--- src/inc/cflb_pkg.sv ---
// package for the channel fault latch bank: register map, field layout, reset values
// assumes an apb slave with 32-bit data and one word per register
//
// Notes on behaviour
// - input one latch at 0x36, read-only, bits 7..0: open,short,p/n gnd,bias,battery
// - input two latch at 0x37, same bit order and meaning as input one
// - fault flag reads 1 once detected, self clearing, all registers reset to zero
// - output one at 0x38: bits 7..4 p/n short, p/n driver virtual-ground, read-only
// - output one bit 3: read/write converter one overload mask, reset 0
// - output one bit 2: read/write converter two overload mask, reset 0
// - output two at 0x39: bits 7..4 same ordering as output one
// - output two bit 1: read/write regulator short mask, reset 0
// - output two bit 0: read-only self clearing regulator short latch
package cflb_pkg;

  // ----------------------------------------------------------------------
  // register map (byte addresses: index times four)
  // ----------------------------------------------------------------------
  localparam logic [7:0] CFLB_IDX_IN_ONE = 8'h36;
  localparam logic [7:0] CFLB_IDX_IN_TWO = 8'h37;
  localparam logic [7:0] CFLB_IDX_OUT_ONE = 8'h38;
  localparam logic [7:0] CFLB_IDX_OUT_TWO = 8'h39;
  localparam logic [7:0] CFLB_IDX_IRQ_STAT = 8'h3E;
  localparam logic [7:0] CFLB_IDX_IRQ_MASK = 8'h3F;
  localparam int CFLB_ADDR_W = 10;

  // ----------------------------------------------------------------------
  // field positions and reset values
  // ----------------------------------------------------------------------
  localparam int CFLB_CONV_ONE_MASK_BIT = 3;
  localparam int CFLB_CONV_TWO_MASK_BIT = 2;
  localparam int CFLB_REG_SHORT_MASK_BIT = 1;
  localparam int CFLB_REG_SHORT_LATCH_BIT = 0;
  localparam logic [7:0] CFLB_LATCH_RST = 8'h00;
  localparam logic [7:0] CFLB_OUT_ONE_WMASK = 8'h0C;
  localparam logic [7:0] CFLB_OUT_TWO_WMASK = 8'h02;
  localparam logic [7:0] CFLB_OUT_FAULT_MASK = 8'hF0;
  localparam logic [3:0] CFLB_IRQ_RST = 4'h0;
  localparam int CFLB_IRQ_W = 4;

  // one level detector output per fault flag
  typedef struct packed {
    logic [7:0] in_one;
    logic [7:0] in_two;
    logic [3:0] out_one;
    logic [3:0] out_two;
    logic regulator_short;
  } cflb_fault_t;

  typedef struct packed {
    logic converter_one_overload_mask;
    logic converter_two_overload_mask;
    logic regulator_short_mask;
  } cflb_mask_t;

endpackage
--- src/hw/cflb_bank.sv ---
// channel fault latch bank: four latched fault registers with mask bits on apb
// assumes fault inputs are level detector outputs from another clock domain
`timescale 1ns/1ns
module cflb_bank (
  input wire logic SYS_CLK,
  input wire logic ARST_N,
  input wire logic PSEL,
  input wire logic PENABLE,
  input wire logic PWRITE,
  input wire logic [cflb_pkg::CFLB_ADDR_W-1:0] PADDR,
  input wire logic [31:0] PWDATA,
  input wire logic [3:0] PSTRB,
  output logic [31:0] PRDATA,
  output logic PREADY,
  output logic PSLVERR,
  input wire cflb_pkg::cflb_fault_t FAULT_IN,
  output cflb_pkg::cflb_mask_t MASK_OUT,
  output logic IRQ
);

  // ----------------------------------------------------------------------
  // detector synchronisers
  // ----------------------------------------------------------------------
  cflb_pkg::cflb_fault_t meta_ff;
  cflb_pkg::cflb_fault_t sync_ff;

  always_ff @(posedge SYS_CLK or negedge ARST_N) begin
    if (!ARST_N) begin
      meta_ff <= '0;
      sync_ff <= '0;
    end else begin
      meta_ff <= FAULT_IN;
      sync_ff <= meta_ff;
    end
  end

  // ----------------------------------------------------------------------
  // bus decode
  // ----------------------------------------------------------------------
  function automatic logic hit(input logic [cflb_pkg::CFLB_ADDR_W-1:0] a,
                               input logic [7:0] idx);
    hit = (a == {idx, 2'b00});
  endfunction

  logic acc;
  logic wr;
  logic rd;
  logic mapped;
  assign acc = PSEL && PENABLE && PREADY;
  assign wr = acc && PWRITE && PSTRB[0];
  assign rd = acc && !PWRITE;
  assign mapped = hit(PADDR, cflb_pkg::CFLB_IDX_IN_ONE) || hit(PADDR, cflb_pkg::CFLB_IDX_IN_TWO)
    || hit(PADDR, cflb_pkg::CFLB_IDX_OUT_ONE) || hit(PADDR, cflb_pkg::CFLB_IDX_OUT_TWO)
    || hit(PADDR, cflb_pkg::CFLB_IDX_IRQ_STAT) || hit(PADDR, cflb_pkg::CFLB_IDX_IRQ_MASK);

  // ----------------------------------------------------------------------
  // fault latches
  // ----------------------------------------------------------------------
  logic [7:0] in_one_ff;
  logic [7:0] in_two_ff;
  logic [3:0] out_one_ff;
  logic [3:0] out_two_ff;
  logic reg_short_ff;
  logic rd_in_one;
  logic rd_in_two;
  logic rd_out_one;
  logic rd_out_two;
  assign rd_in_one = rd && hit(PADDR, cflb_pkg::CFLB_IDX_IN_ONE);
  assign rd_in_two = rd && hit(PADDR, cflb_pkg::CFLB_IDX_IN_TWO);
  assign rd_out_one = rd && hit(PADDR, cflb_pkg::CFLB_IDX_OUT_ONE);
  assign rd_out_two = rd && hit(PADDR, cflb_pkg::CFLB_IDX_OUT_TWO);

  // set wins over read clear; a flag stays while its fault persists
  // only the bits handed out in prdata are cleared, so a flag set during the wait state survives
  always_ff @(posedge SYS_CLK or negedge ARST_N) begin
    if (!ARST_N) begin
      in_one_ff <= cflb_pkg::CFLB_LATCH_RST;
      in_two_ff <= cflb_pkg::CFLB_LATCH_RST;
      out_one_ff <= '0;
      out_two_ff <= '0;
      reg_short_ff <= 1'b0;
    end else begin
      in_one_ff <= (in_one_ff & ~(rd_in_one ? PRDATA[7:0] : 8'h00)) | sync_ff.in_one;
      in_two_ff <= (in_two_ff & ~(rd_in_two ? PRDATA[7:0] : 8'h00)) | sync_ff.in_two;
      out_one_ff <= (out_one_ff & ~(rd_out_one ? PRDATA[7:4] : 4'h0)) | sync_ff.out_one;
      out_two_ff <= (out_two_ff & ~(rd_out_two ? PRDATA[7:4] : 4'h0)) | sync_ff.out_two;
      reg_short_ff <= (reg_short_ff & !(rd_out_two && PRDATA[0])) | sync_ff.regulator_short;
    end
  end

  // ----------------------------------------------------------------------
  // mask bits
  // ----------------------------------------------------------------------
  always_ff @(posedge SYS_CLK or negedge ARST_N) begin
    if (!ARST_N) begin
      MASK_OUT <= '0;
    end else begin
      if (wr && hit(PADDR, cflb_pkg::CFLB_IDX_OUT_ONE)) begin
        MASK_OUT.converter_one_overload_mask <= PWDATA[cflb_pkg::CFLB_CONV_ONE_MASK_BIT];
        MASK_OUT.converter_two_overload_mask <= PWDATA[cflb_pkg::CFLB_CONV_TWO_MASK_BIT];
      end
      if (wr && hit(PADDR, cflb_pkg::CFLB_IDX_OUT_TWO)) begin
        MASK_OUT.regulator_short_mask <= PWDATA[cflb_pkg::CFLB_REG_SHORT_MASK_BIT];
      end
    end
  end

  // ----------------------------------------------------------------------
  // interrupt status and mask
  // ----------------------------------------------------------------------
  // bit0 input one, bit1 input two, bit2 output one, bit3 output two/regulator
  logic [3:0] irq_stat_ff;
  logic [3:0] irq_mask_ff;
  logic [3:0] irq_event;
  logic [3:0] irq_clr;
  assign irq_event = {(|sync_ff.out_two) | (sync_ff.regulator_short & ~MASK_OUT.regulator_short_mask),
                      |sync_ff.out_one, |sync_ff.in_two, |sync_ff.in_one};
  assign irq_clr = (wr && hit(PADDR, cflb_pkg::CFLB_IDX_IRQ_STAT)) ? PWDATA[3:0] : 4'h0;

  always_ff @(posedge SYS_CLK or negedge ARST_N) begin
    if (!ARST_N) begin
      irq_stat_ff <= cflb_pkg::CFLB_IRQ_RST;
    end else begin
      irq_stat_ff <= (irq_stat_ff & ~irq_clr) | irq_event;
    end
  end

  always_ff @(posedge SYS_CLK or negedge ARST_N) begin
    if (!ARST_N) begin
      irq_mask_ff <= cflb_pkg::CFLB_IRQ_RST;
    end else if (wr && hit(PADDR, cflb_pkg::CFLB_IDX_IRQ_MASK)) begin
      irq_mask_ff <= PWDATA[3:0];
    end
  end

  always_ff @(posedge SYS_CLK or negedge ARST_N) begin
    if (!ARST_N) begin
      IRQ <= 1'b0;
    end else begin
      IRQ <= |(((irq_stat_ff & ~irq_clr) | irq_event) & ~irq_mask_ff);
    end
  end

  // ----------------------------------------------------------------------
  // apb answer: one wait state, read data registered
  // ----------------------------------------------------------------------
  logic [7:0] rdata;
  always_comb begin
    rdata = 8'h00;
    if (hit(PADDR, cflb_pkg::CFLB_IDX_IN_ONE)) begin
      rdata = in_one_ff;
    end else if (hit(PADDR, cflb_pkg::CFLB_IDX_IN_TWO)) begin
      rdata = in_two_ff;
    end else if (hit(PADDR, cflb_pkg::CFLB_IDX_OUT_ONE)) begin
      // reserved bits 1..0 read zero
      rdata = {out_one_ff, MASK_OUT.converter_one_overload_mask,
               MASK_OUT.converter_two_overload_mask, 2'b00};
    end else if (hit(PADDR, cflb_pkg::CFLB_IDX_OUT_TWO)) begin
      rdata = {out_two_ff, 2'b00, MASK_OUT.regulator_short_mask, reg_short_ff};
    end else if (hit(PADDR, cflb_pkg::CFLB_IDX_IRQ_STAT)) begin
      rdata = {4'h0, irq_stat_ff};
    end else if (hit(PADDR, cflb_pkg::CFLB_IDX_IRQ_MASK)) begin
      rdata = {4'h0, irq_mask_ff};
    end
  end

  always_ff @(posedge SYS_CLK or negedge ARST_N) begin
    if (!ARST_N) begin
      PREADY <= 1'b0;
      PRDATA <= 32'h0000_0000;
      PSLVERR <= 1'b0;
    end else begin
      PREADY <= PSEL && PENABLE && !PREADY;
      PSLVERR <= PSEL && PENABLE && !PREADY && !mapped;
      PRDATA <= (PSEL && PENABLE && !PREADY && !PWRITE) ? {24'h00_0000, rdata} : 32'h0000_0000;
    end
  end

endmodule

--- config.mk ---
export PLATFORM = sky130hd
export DESIGN_NAME = cflb_bank
export DESIGN_NICKNAME = d
export VERILOG_FILES = /design/src/inc/cflb_pkg.sv /design/src/hw/cflb_bank.sv
export SDC_FILE = /design/constraint.sdc
export NUM_CORES = 1
export LEC_CHECK = 0
export BUFFER_PORTS_ARGS = -buffer_cell sky130_fd_sc_hd__buf_4
export CORE_MARGIN = 5
export CORE_UTILIZATION = 40
export CTS_BUF_LIST = sky130_fd_sc_hd__clkbuf_8
export DETAILED_ROUTE_END_ITERATION = 10
export GPL_TIMING_DRIVEN = 0
export PLACE_DENSITY = 0.75
export REMOVE_ABC_BUFFERS = 1
export SETUP_SLACK_MARGIN = 0.15
export SYNTH_ARGS = -nofsm -noshare
export SYNTH_HDL_FRONTEND = slang
export SYNTH_SLANG_ARGS = --single-unit
--- constraint.sdc ---
create_clock -name SYS_CLK -period 2.87 [get_ports SYS_CLK]
set_clock_uncertainty 0.2 [all_clocks]
set_input_delay 0.861 -clock SYS_CLK [delete_from_list [all_inputs] [get_ports SYS_CLK]]
set_output_delay 0.861 -clock SYS_CLK [all_outputs]
set_load 0.05 [all_outputs]
Yosys cells after proc, flatten, opt, wreduce, memory -nomap -nowiden
Cells that the tools add are included.
Widths: inputs -> output; s select.
{ "op_classes": {"bitwise_logic": 22, "muxes": 12, "n_eq_ne": 6, "reduce_logical": 31} }
{ "op_table": {"columns": ["cell", "count"], "rows": [
  ["$eq 10x8->1 const B", 6],
  ["$mux 8", 7],
  ["$mux 4", 5],
  ["$logic_and 1x1->1", 17],
  ["$and 4x4->4", 4],
  ["$and 8x8->8", 2],
  ["$not 4->4", 4],
  ["$not 8->8", 2],
  ["$or 8x8->8", 2],
  ["$reduce_or 8->1", 2],
  ["$or 4x4->4", 3],
  ["$reduce_or 4->1", 3],
  ["$logic_or 1x1->1", 5],
  ["$logic_not 1->1", 4],
  ["$and 1x1->1", 2],
  ["$or 1x1->1", 2],
  ["$not 1->1", 1]
]} }
{ "word_totals": {"input_bits": 76, "out_inout_bits": 38, "regBits": 97} }

Logic depth before layout (Yosys ltp)
{ "depth": {"word_depth": 11, "mapped_depth": 6, "mapped_depth_nobuf": 4} }

Worst setup path after synthesis
Ideal clock, no wire load.
{ "synth_timing": {"path_kind": "input-to-reg", "from": "input PADDR[9] (netlist name)", "to": "register irq_mask_ff[0]", "slack_ps": 137, "t_required_ps": 2545, "n_path_buf": 2, "setup_time_ps": 125, "arrival_time_ps": 2408, "path_stages": 6, "path_cell_list": "or4_1 -> buf_2 -> nor2_1 -> and3_1 -> buf_2 -> mux2_2"} }
{ "synth_between": {"elab_chain_cells": 2} }
{ "synth_rtl": {"columns": ["element", "line_no", "text"], "rows": [
  ["start, declared", "cflb_bank.sv:10", "input wire logic [cflb_pkg::CFLB_ADDR_W-1:0] PADDR,"],
  ["$eq 10x8->1", "cflb_bank.sv:42", "hit = (a == {idx, 2'b00});"],
  ["$logic_and 1x1->1", "cflb_bank.sv:131", "end else if (wr && hit(PADDR, cflb_pkg::CFLB_IDX_IRQ_MASK)) begin"],
  ["end signal, assigned", "cflb_bank.sv:130", "irq_mask_ff <= cflb_pkg::CFLB_IRQ_RST;"],
  ["end signal, assigned", "cflb_bank.sv:132", "irq_mask_ff <= PWDATA[3:0];"],
  ["end, declared", "cflb_bank.sv:113", "logic [3:0] irq_mask_ff;"]
]} }
No other way between the ends.
A chain may end at the register's enable or synchronous reset.

Final worst setup path
{ "layout_timing": {"from": "input PADDR[9] (netlist name)", "to": "register irq_mask_ff[3]"} }
The elaborated chain is that of the path after synthesis.

==> out/metrics.cfg <==
[run_status]
status=completed

[yosys]
synth_edf_count=0
seq_area_frac_synth_pct=65.7
async_flop_share_pct=100
synth.area.top_cells=dfrtp_1, a21o_1, buf_4, nand3_1, mux2_2
synth-seq-cells=97
syn_avg_cell_area_sq_um=12.6
synth_top_area_share_pct=65.7
syn_area_sq_mm=0.00369
synth_top_area_cell=dfrtp_1
synthCells=293
yosysWarnings=0
synth_cell_type_count=38
synth_flop_cell=dfrtp_1

[setup_path]
cp-endpoint=irq_mask_ff[3]$_DFFE_PN0P_
cp-start-kind=input port
r2r_setup_slack_ns=0.86
r2r-end=in_two_ff[5]$_DFF_PN0_
criticalPathCategory=input port to flop
critPathLaunch=PADDR[9]
slowest_delay_ns=0.72
reg2reg_depth=4
critPathMaxFanout=7
required_ns=2.92
end_kind=flop
r2r-start=PREADY$_DFF_PN0_
worstPathCellList=buf_4 -> or4_1 -> nor2_2 -> and3_1 -> mux2_2
slowest_stage=or4_1
worstPathArrival_ns=2.72

[final_layout]
final_cells=466
antenna_cells=0
seq_area_sq_mm=0.00243
layout_common_cells=dfrtp_1, buf_4, nand3_1
nNetsFinal=426
syn_to_final_growth_pct=17.2
fillers=825
multi_input_area_sq_mm=0.00109
mostFrequentLayoutCell=dfrtp_1
design_area_sq_mm=0.00433
drive_gt1_share_pct=24.2

[timing]
whs_ns=0.153
period_share_pct=93.0
max_slew_margin_pct=21.3
slew_viol_final=0
rsz0062_at_grt=false
fin_crit_ns=2.67
finalHoldViolations=0
finalSetupViolCount=0
tightest_slew_ns=1.18
fmaxAchievable_ghz=0.374

[detailed_routing]
met3WireLength_um=586
vias_per_cell=5.21
dr_wl_met2_um=3830
routed_wl_um=7880
top_layer=met4
met1_length_um=3300
dr.pass1.iters=4
num_vias=2428
drtAntennaViolNets=0
drt-initial-drc-count=203
drc=0
wl_per_cell_um=16.9

[placed_design]
dp_hpwl_um=5670
portBuffers=58
place_area_sq_mm=0.00412
gp_congestion=0.879
dp_cells=450

[clock_network]
cts_buffers=9
worstSkewPairLatency_ns=0.36
cts_hold_buf=0
clock-sinks=97
path_clk_slew_ns=0.09
h-tree-depth=3
clk_root_buffer_cell=clkbuf_8
clk_path_buf_depth=2
postCtsSetupRepairBufs=0
tritoncts=done

[floorplan]
rows=35
io_pins=114
core_sq_mm=0.00911
dieHeight_um=106
die_area_sq_mm=0.0113
dieWidth_um=106
initial_core_util_pct=40.6

[power_and_ir_drop]
cellLeakagePower_uw=0.00189
total_power_uw=2440
powerDensity_mw_per_mm2=563
ir_drop_mv=0.259

[job]
drv_cap=0

[grt]
grt_overflow=0
grt_pass1_vias=2523
grt_pass1_wl_um=12900
grt_max_degree=98
antenna_found_initial=0
grt_usage_pct=14.8

[min_path]
hp-class=flop to flop

[critical path, delay by kind of cell]
family | cells | cell delay (ns)
AND/OR/NAND/NOR | 3 | 1.38
multiplexers | 1 | 0.37
buffers and inverters | 1 | 0.11
[layer usage]
metal | vias to the layer above | global-route usage, %
met4 | 0 | 5.92
met2 | 100 | 23.4
met3 | 11 | 4.43
met1 | 1203 | 19.1
met5 | - | 0
li1 | 1114 | -
[power breakdown]
part | total (uW) | switching, uW | leakage [uW] | internal, uW
Combinational | 189 | 139 | 0.000713 | 50.5
Clock | 829 | 444 | 0.0000984 | 385
Sequential | 1420 | 17.0 | 0.00108 | 1400
[layout make-up]
class                           instances  share of cell area (%)
Multi-Input combinational cell        172                    25.2
Clock buffer                           12                    3.82
Clock inverter                          4                   0.607
Sequential cell                        97                    56.1
Timing Repair Buffer                   58                    10.1
Tap cell                              111                    3.21
Inverter                               12                    1.04
[state kept, by name, summed over array words and instances (netlist names), 4 cells and up]
signal and cells:
irq_mask_ff 4, out_one_ff 4, PRDATA 8, meta_ff 25, out_two_ff 4, sync_ff 25
in_one_ff 8, in_two_ff 8, irq_stat_ff 4
[timing repair]
item                                    in CTS  in global routing
resized for setup                            2                  1
endpoints found under the setup margin      14                 12
gates cloned                                 0                  0
pin swaps                                    0                  0
[cell usage after synthesis, types with 2 or more instances]
master and count:
nor2_1 6, nand3_1 35, o32ai_1 3, a21oi_1 3, buf_4 24, a31oi_1 5, and3_1 3, buf_2 2
a32oi_1 2, mux2_2 7, nor4_1 7, mux2i_1 6, a211oi_1 4, and2_1 5, a222oi_1 2, clkbuf_1 8
a221oi_1 4, dfrtp_1 97, nand2_1 8, nand2b_1 2, o21ai_1 5, o21ai_0 3, nand4_1 2, a21o_1 25
inv_1 12
[metrics by stage]
step | util [%] | setup TNS (ns) | setup WS (ns)
3_3_place_gp | 45.3 | -4.19 | -0.287
2_1_floorplan | - | 0 | 0.152
6_report | 47.5 | 0 | 0.200
5_1_grt | 47.5 | 0 | 0.171
3_5_place_dp | 45.3 | -5.71 | -0.400
4_1_cts | 47.5 | 0 | 0.159
[how the worst min path moves through the flow]
stage	startpoint	end	slack [ns]	cells past startpoint
3_3_place_gp	meta_ff[19]$_DFF_PN0_	sync_ff[19]$_DFF_PN0_	0.13	0
5_1_grt	meta_ff[15]$_DFF_PN0_	sync_ff[15]$_DFF_PN0_	0.16	0
3_5_place_dp	meta_ff[21]$_DFF_PN0_	sync_ff[21]$_DFF_PN0_	0.14	0
4_1_cts	meta_ff[21]$_DFF_PN0_	sync_ff[21]$_DFF_PN0_	0.15	0
2_1_floorplan	meta_ff[0]$_DFF_PN0_	sync_ff[0]$_DFF_PN0_	0.13	0
6_report	meta_ff[22]$_DFF_PN0_	sync_ff[22]$_DFF_PN0_	0.15	0
[cell families (layout without fill, tap and decap cells)]
kind of cell | count (synthesis) | count (layout) | synth area share [%]
mux | 13 | 13 | 3.76
simple gates | 75 | 75 | 11.1
compound gates | 60 | 60 | 11.9
other cells | 1 | 24 | 0.101
buf+inv | 47 | 86 | 7.48
flops | 97 | 97 | 65.7
Power figures use the tool's default switching activity.
